**config.mk**
```make
export PLATFORM = sky130hd
export DESIGN_NAME = branch_and_bit_op_exec
export DESIGN_NICKNAME = d
export VERILOG_FILES = /design/src/exec_pkg.sv /design/src/branch_and_bit_op_exec.sv /design/src/branch_cond.sv /design/src/shift_unit.sv
export VERILOG_INCLUDE_DIRS = /design/src
export SDC_FILE = /design/constraint.sdc
export NUM_CORES = 1
export LEC_CHECK = 0
export ABC_AREA = 1
export BUFFER_PORTS_ARGS = -buffer_cell sky130_fd_sc_hd__buf_2
export CAP_MARGIN = 40
export CORE_AREA = 2 2 161 163
export DETAILED_ROUTE_END_ITERATION = 12
export DIE_AREA = 0 0 163 165
export PLACE_DENSITY = 0.36
export SLEW_MARGIN = 20
export SYNTH_ARGS = -nofsm -noshare
export SYNTH_HDL_FRONTEND = slang
export SYNTH_HIERARCHICAL = 1
export SYNTH_SLANG_ARGS = --single-unit
```
**constraint.sdc**
```tcl
create_clock -name ref_clk -period 2.06 [get_ports ref_clk]
set_input_delay 0 -clock ref_clk [delete_from_list [all_inputs] [get_ports ref_clk]]
set_output_delay 0 -clock ref_clk [all_outputs]
set_load 0.01 [all_outputs]
```
**src/exec_defs.svh**
```systemverilog
`ifndef EXEC_DEFS_SVH
`define EXEC_DEFS_SVH

`define PC_WIDTH 13
`define PC_RESET 13'h0000
`define FLAGS_RESET 8'h00
`define REG_INDEX_WIDTH 5
`define IO_ADDR_WIDTH 5
`define OFFSET_WIDTH 7

`define FLAG_C 0
`define FLAG_Z 1
`define FLAG_N 2
`define FLAG_V 3
`define FLAG_S 4
`define FLAG_H 5
`define FLAG_T 6
`define FLAG_I 7

`endif

```
**src/exec_pkg.sv**
```systemverilog
package exec_pkg;

    typedef enum logic [4:0] {
        OP_NOP,
        BRANCH_CARRY_ZERO,
        BRANCH_SAME_OR_HIGHER,
        BRANCH_BELOW,
        BRANCH_NEGATIVE,
        BRANCH_NONNEGATIVE,
        BRANCH_SIGNED_GE,
        BRANCH_SIGNED_LESS,
        BRANCH_HALFCARRY_SET,
        BRANCH_HALFCARRY_CLEAR,
        BRANCH_TRANSFER_FLAG_SET,
        BRANCH_IRQ_ON,
        BRANCH_IRQ_OFF,
        IO_BIT_SET_OP,
        IO_BIT_CLEAR_OP,
        SHIFT_LEFT_ZERO_FILL,
        SHIFT_RIGHT_ZERO_FILL,
        ROTATE_LEFT_CARRY,
        ROTATE_RIGHT_CARRY,
        SHIFT_RIGHT_SIGN_KEEP,
        NIBBLE_EXCHANGE,
        FLAG_SET_OP,
        FLAG_CLEAR_OP,
        BIT_TO_TRANSFER_FLAG,
        TRANSFER_FLAG_TO_BIT
    } op_t;

    typedef enum logic [1:0] {
        PH_IDLE,
        PH_FLUSH,
        PH_IO_MOD
    } phase_t;

    function automatic logic isBranch(input op_t op);
        isBranch = (op >= BRANCH_CARRY_ZERO) && (op <= BRANCH_IRQ_OFF);
    endfunction : isBranch

    function automatic logic isRegOp(input op_t op);
        isRegOp = ((op >= SHIFT_LEFT_ZERO_FILL) && (op <= NIBBLE_EXCHANGE))
            || (op == TRANSFER_FLAG_TO_BIT);
    endfunction : isRegOp

endpackage : exec_pkg

```
**src/branch_and_bit_op_exec.sv**
```systemverilog
// The address map and the plain strobed port are this design's own decisions.
`timescale 1ns/1ps
`include "exec_defs.svh"

module branch_and_bit_op_exec
    import exec_pkg::*;
(
    input wire logic ref_clk,
    input wire logic rst,
    input wire logic opValid,
    output logic opReady,
    input wire op_t opCode,
    input wire logic [`OFFSET_WIDTH-1:0] branchOffset,
    input wire logic [2:0] bitSel,
    input wire logic [`REG_INDEX_WIDTH-1:0] regIndex,
    input wire logic [`IO_ADDR_WIDTH-1:0] ioAddr,
    input wire logic [7:0] rdValue,
    input wire logic [7:0] rrValue,
    output logic ioReadStrobe,
    output logic [`IO_ADDR_WIDTH-1:0] ioReadAddr,
    input wire logic [7:0] ioReadData,
    output logic ioWriteStrobe,
    output logic [`IO_ADDR_WIDTH-1:0] ioWriteAddr,
    output logic [7:0] ioWriteData,
    output logic rdWrite,
    output logic [`REG_INDEX_WIDTH-1:0] rdWriteIndex,
    output logic [7:0] rdWriteData,
    input wire logic flagsLoad,
    input wire logic [7:0] flagsLoadData,
    output logic [`PC_WIDTH-1:0] pc,
    output logic [7:0] flags,
    output logic opDone
);
    typedef struct packed {
        phase_t phase;
        logic [`PC_WIDTH-1:0] pc;
        logic [7:0] flags;
        logic rdWrite;
        logic [`REG_INDEX_WIDTH-1:0] rdIndex;
        logic [7:0] rdData;
        logic ioWrite;
        logic [`IO_ADDR_WIDTH-1:0] ioWrAddr;
        logic [7:0] ioWrData;
        logic [`IO_ADDR_WIDTH-1:0] ioHeldAddr;
        logic [2:0] ioHeldBit;
        logic ioSet;
        logic fwdHit;
        logic [7:0] fwdData;
        logic opDone;
    } exec_state_t;

    exec_state_t cur;
    exec_state_t next_cur;

    logic accept;
    logic take;
    logic [7:0] unitResult;
    logic [7:0] unitFlags;
    logic [7:0] ioOld;
    logic [`PC_WIDTH-1:0] pcPlusOne;
    logic [`PC_WIDTH-1:0] jumpTarget;

    function automatic logic [`PC_WIDTH-1:0] relTarget(
        input logic [`PC_WIDTH-1:0] base,
        input logic [`OFFSET_WIDTH-1:0] k
    );
        logic [`PC_WIDTH-1:0] ext;
        ext = {{(`PC_WIDTH-`OFFSET_WIDTH){k[`OFFSET_WIDTH-1]}}, k};
        relTarget = base + ext + `PC_WIDTH'(1);
    endfunction : relTarget

    branch_cond condEval (
        .opCode(opCode),
        .flags(cur.flags),
        .take(take)
    );

    shift_unit shifter (
        .opCode(opCode),
        .operand(rdValue),
        .flagsIn(cur.flags),
        .bitSel(bitSel),
        .result(unitResult),
        .flagsOut(unitFlags)
    );

    assign opReady = (cur.phase == PH_IDLE);
    assign accept = opValid && opReady;
    assign ioReadStrobe = accept && ((opCode == IO_BIT_SET_OP) || (opCode == IO_BIT_CLEAR_OP));
    assign ioReadAddr = ioAddr;
    assign pcPlusOne = cur.pc + `PC_WIDTH'(1);
    assign jumpTarget = relTarget(cur.pc, branchOffset);
    // a write issued beside our read lands too late for the read data
    assign ioOld = cur.fwdHit ? cur.fwdData : ioReadData;

    always_comb begin
        next_cur = cur;
        next_cur.rdWrite = 1'b0;
        next_cur.ioWrite = 1'b0;
        next_cur.opDone = 1'b0;
        if (flagsLoad) begin
            next_cur.flags = flagsLoadData;
        end
        case (cur.phase)
            PH_IDLE: begin
                if (accept) begin
                    next_cur.pc = pcPlusOne;
                    if (isBranch(opCode)) begin
                        if (take) begin
                            next_cur.pc = jumpTarget;
                            next_cur.phase = PH_FLUSH;
                        end else begin
                            next_cur.opDone = 1'b1;
                        end
                    end else if (ioReadStrobe) begin
                        next_cur.phase = PH_IO_MOD;
                        next_cur.ioHeldAddr = ioAddr;
                        next_cur.ioHeldBit = bitSel;
                        next_cur.ioSet = (opCode == IO_BIT_SET_OP);
                        next_cur.fwdHit = cur.ioWrite && (cur.ioWrAddr == ioAddr);
                        next_cur.fwdData = cur.ioWrData;
                    end else if (isRegOp(opCode)) begin
                        next_cur.rdWrite = 1'b1;
                        next_cur.rdIndex = regIndex;
                        next_cur.rdData = unitResult;
                        next_cur.flags = unitFlags;
                        next_cur.opDone = 1'b1;
                    end else begin
                        case (opCode)
                            FLAG_SET_OP: next_cur.flags[bitSel] = 1'b1;
                            FLAG_CLEAR_OP: next_cur.flags[bitSel] = 1'b0;
                            BIT_TO_TRANSFER_FLAG: next_cur.flags[`FLAG_T] = rrValue[bitSel];
                            default: next_cur.flags = next_cur.flags;
                        endcase
                        next_cur.opDone = 1'b1;
                    end
                end
            end
            PH_FLUSH: begin
                next_cur.phase = PH_IDLE;
                next_cur.opDone = 1'b1;
            end
            PH_IO_MOD: begin
                next_cur.ioWrite = 1'b1;
                next_cur.ioWrAddr = cur.ioHeldAddr;
                next_cur.ioWrData = ioOld;
                next_cur.ioWrData[cur.ioHeldBit] = cur.ioSet;
                next_cur.phase = PH_IDLE;
                next_cur.opDone = 1'b1;
            end
            default: next_cur.phase = PH_IDLE;
        endcase
    end

    always_ff @(posedge ref_clk) begin
        if (rst) begin
            cur <= '0;
            cur.phase <= PH_IDLE;
            cur.pc <= `PC_RESET;
            cur.flags <= `FLAGS_RESET;
        end else begin
            cur <= next_cur;
        end
    end

    assign pc = cur.pc;
    assign flags = cur.flags;
    assign rdWrite = cur.rdWrite;
    assign rdWriteIndex = cur.rdIndex;
    assign rdWriteData = cur.rdData;
    assign ioWriteStrobe = cur.ioWrite;
    assign ioWriteAddr = cur.ioWrAddr;
    assign ioWriteData = cur.ioWrData;
    assign opDone = cur.opDone;
endmodule : branch_and_bit_op_exec

```
**src/branch_cond.sv**
```systemverilog
`timescale 1ns/1ps
`include "exec_defs.svh"

module branch_cond
    import exec_pkg::*;
(
    input wire op_t opCode,
    input wire logic [7:0] flags,
    output logic take
);
    always_comb begin
        case (opCode)
            BRANCH_CARRY_ZERO: take = !flags[`FLAG_C];
            BRANCH_SAME_OR_HIGHER: take = !flags[`FLAG_C];
            BRANCH_BELOW: take = flags[`FLAG_C];
            BRANCH_NEGATIVE: take = flags[`FLAG_N];
            BRANCH_NONNEGATIVE: take = !flags[`FLAG_N];
            BRANCH_SIGNED_GE: take = !(flags[`FLAG_N] ^ flags[`FLAG_V]);
            BRANCH_SIGNED_LESS: take = flags[`FLAG_N] ^ flags[`FLAG_V];
            BRANCH_HALFCARRY_SET: take = flags[`FLAG_H];
            BRANCH_HALFCARRY_CLEAR: take = !flags[`FLAG_H];
            BRANCH_TRANSFER_FLAG_SET: take = flags[`FLAG_T];
            BRANCH_IRQ_ON: take = flags[`FLAG_I];
            BRANCH_IRQ_OFF: take = !flags[`FLAG_I];
            default: take = 1'b0;
        endcase
    end
endmodule : branch_cond

```
**src/shift_unit.sv**
```systemverilog
`timescale 1ns/1ps
`include "exec_defs.svh"

module shift_unit
    import exec_pkg::*;
(
    input wire op_t opCode,
    input wire logic [7:0] operand,
    input wire logic [7:0] flagsIn,
    input wire logic [2:0] bitSel,
    output logic [7:0] result,
    output logic [7:0] flagsOut
);
    logic carryOut;
    logic arith;

    always_comb begin
        result = operand;
        carryOut = flagsIn[`FLAG_C];
        arith = 1'b1;
        case (opCode)
            SHIFT_LEFT_ZERO_FILL: begin
                result = {operand[6:0], 1'b0};
                carryOut = operand[7];
            end
            SHIFT_RIGHT_ZERO_FILL: begin
                result = {1'b0, operand[7:1]};
                carryOut = operand[0];
            end
            ROTATE_LEFT_CARRY: begin
                result = {operand[6:0], flagsIn[`FLAG_C]};
                carryOut = operand[7];
            end
            ROTATE_RIGHT_CARRY: begin
                result = {flagsIn[`FLAG_C], operand[7:1]};
                carryOut = operand[0];
            end
            SHIFT_RIGHT_SIGN_KEEP: begin
                result = {operand[7], operand[7:1]};
                carryOut = operand[0];
            end
            NIBBLE_EXCHANGE: begin
                result = {operand[3:0], operand[7:4]};
                arith = 1'b0;
            end
            TRANSFER_FLAG_TO_BIT: begin
                result[bitSel] = flagsIn[`FLAG_T];
                arith = 1'b0;
            end
            default: arith = 1'b0;
        endcase
        flagsOut = flagsIn;
        if (arith) begin
            flagsOut[`FLAG_Z] = (result == 8'h00);
            flagsOut[`FLAG_C] = carryOut;
            flagsOut[`FLAG_N] = result[7];
            flagsOut[`FLAG_V] = result[7] ^ carryOut;
        end
    end
endmodule : shift_unit
```
==> out/metrics.cfg <==
[run_status]
status=complete, no violations

[worst_setup_path]
cp-start-kind=register
critical_path_required_ns=2.06
cp-endpoint=ioReadStrobe
crit_start=cur[68]$_SDFFE_PP0P_
critPathMaxStageDelay_ns=0.35
path_delay_family=buffers and inverters
critical_path_cell_count=8
reg2reg_to=rdWriteData[5]$_SDFFE_PP0P_
crit_path_cell_trace=inv_1 -> ha_1 -> nand2_1 -> inv_2 -> nand3_2 -> clkinvlp_4 -> buf_12 -> buf_2
reg2reg_depth=10
rrSetupSlack_ns=0.24
crit_type=reg2out
arrival_ns=1.85
cp-end-kind=output port
crit_buf_inv=5
rr_startpoint=cur[68]$_SDFFE_PP0P_
crit_fanout=15
crit_slowest_cell=dfxtp_1

[grt]
grt_max_degree=33
grt_first_pass_wirelength_um=31730
grt_pass1_vias=5868
antenna_found_initial=0
grt_overflow=0
grt_use_total=0.1496

[cells_and_area]
diodes=0
drive_above_1_share=0.1900
final_util=0.2708
design_area_mm2=0.006779
fin_nets=1094
syn2layout_area_growth_pct=19.10

[synthesis]
ys_seq_area_frac=0.2462
ys_warn_count=6
ys_ff_latch=70
synth.avg_cell_area_um2=6.074
syn-cell-area_mm2=0.005692
yosysTopAreaCell=dfxtp_1
synth_top_area_frac=0.2462
synthTopCellsByArea=dfxtp_1, nand2_1, buf_4
ys_types=39
synthCells=937
syn_nets=1015

[cts]
cts_tree=built
clockBufferDepth=2
postCtsSetupRepairBufs=0
cts-buffers-inserted=9
clkTransAtPathRegs_ns=0.06
cts-root-buf=clkbuf_16
clock_sinks=70
htree_levels=3
clock_latency_ns=0.35

[floorplanning]
ios=118
core_area_mm2=0.02504
die-area_mm2=0.02690
die_x_um=163
start_util=0.2273
num_rows=58
fp.dieH_um=165

[detailed_routing]
num_vias=6018
ant_nets=0
routed_wl_um=19880
wl_per_cell_um=14.72
vias_per_cell=4.454
drt-pass1-iter-count=5
drtIter0Drc=273
drcViolationCount=0

[timing]
finalSetupViolations=0
worst_clock_skew_ns=0.008428
hold_viol=0
post-route-period-util=0.8964
fin_crit_ns=1.847
fin_setup_tns_ns=0
slew_viol_final=0
rsz0062_at_grt=no
relSlewSlack=0.7218
fin_ws_ns=0.2133
worst_slew_pin_slew_ns=0.4172
fmax_mhz=541.5

[hold_path]
min_path_type=in2reg
hp-start=ioReadData[6]

[power_and_ir_drop]
p_total_w=0.004170
p_leak_nw=3.232
peakVddDrop_mv=0.3856
power.density_mw_per_mm2=615.1

[placement]
dpl.hpwl_um=15330
place_congestion=0.7941
numPortBuffers=117
dp_slack_ns=0.1604
dpl_cell_area_mm2=0.006341

[job]
maxCapViolations=0

## logic make-up after synthesis
logic type | after synthesis | synth area share
xor+xnor | 8 | 0.01231
flops | 70 | 0.2462
buf+inv | 187 | 0.1686
fa+ha+maj | 17 | 0.03869
compound gates | 170 | 0.1589
simple gates | 485 | 0.3752
## layout make-up
type,count,area (µm²)
fill,2898,18260
clock buffer,9,225.2
inverter,104,396.6
timing repair buffer,151,903.4
clock inverter,7,105.1
sequential,70,1403
tap,330,412.9
multi-input combinational,680,3333
## layout by cell type, fill, tap and decap left out, drive strengths merged
master | netlist | routed
xnor2 | 5 | 5
clkbuf | 16 | 9
bufinv | 0 | 2
dfxtp | 70 | 70
o21a | 2 | 2
o21ai | 78 | 78
a21oi | 75 | 75
nor3b | 1 | 1
nand4 | 19 | 19
inv | 102 | 105
clkinvlp | 0 | 2
o211ai | 5 | 5
ha | 16 | 16
nor3 | 11 | 11
clkinv | 2 | 2
buf | 67 | 141
nand2 | 264 | 264
o22ai | 2 | 2
nor2 | 101 | 101
fa | 1 | 1
a21o | 3 | 3
dlygate4sd3 | 0 | 10
nand3 | 86 | 86
a31oi | 2 | 2
o221ai | 1 | 1
nand3b | 3 | 3
xor2 | 3 | 3
o21bai | 2 | 2
## power by group
part | switching, W | leakage, nW | internal, W
clock | 0.000688 | 0.159 | 0.00108
combinational | 0.000595 | 2.50 | 0.000339
sequential | 0.0000577 | 0.569 | 0.00141
total | 0.00134 | 3.23 | 0.00283
## per-stage QoR
step                      hold slack, ns  cells
after floorplan                  0.09177    937
after global placement            0.2025   1325
after detailed placement          0.2037   1325
after CTS                        0.04499   1351
after global routing             0.06688   1351
final                            0.04668   1351
## worst min-delay path: stages
cell,delay [ns]
buf_2,0.07
nand2_1,0.05
nand2_1,0.05
o21ai_0,0.07
a21oi_1,0.11
## registers in the layout, indices dropped and copies added, names as in the netlist
signal	flops
rdWrite	1
rdWriteIndex	5
ioWriteData	8
pc	13
ioWriteStrobe	1
opDone	1
rdWriteData	8
flags	8
ioWriteAddr	5
cur	20
## what timing repair did
action / CTS / global route
resized for setup: 0 / 4
hold buffers: 10 / 0
hold endpoints to repair: 10 / 0
setup endpoints to repair: 0 / 4
## worst min-delay path by stage
stage	endpoint	slack, ns	depth (start not counted)
5_1_grt	ioWriteData[6]$_SDFFE_PP0P_	0.07	5
3_5_place_dp	ioReadAddr[1]	0.20	2
3_3_place_gp	ioReadAddr[1]	0.20	2
2_1_floorplan	ioReadAddr[0]	0.09	1
6_report	ioWriteData[6]$_SDFFE_PP0P_	0.05	5
4_1_cts	ioWriteData[7]$_SDFFE_PP0P_	0.04	5
## synth_stat cells (all sizes together)
cell type / instances
clkinv: 2
nand2: 264
fa: 1
a21o: 3
xor2: 3
o221ai: 1
o21ai: 78
dfxtp: 70
ha: 16
o21bai: 2
o211ai: 5
xnor2: 5
nand3b: 3
nor3: 11
o21a: 2
a31oi: 2
o22ai: 2
nand3: 86
nor3b: 1
buf: 67
clkbuf: 16
nor2: 101
nand4: 19
inv: 102
a21oi: 75
## layer usage
layer | vias to the layer above | global-route usage | share of wire
met5 | - | 0 | 0
met3 | 14 | 0.03089 | 0.046
met4 | 0 | 0.02414 | 0.0074
met1 | 2719 | 0.1958 | 0.48
met2 | 135 | 0.2573 | 0.47
li1 | 3150 | - | -
Note: power is estimated with default switching activity, not from simulation.
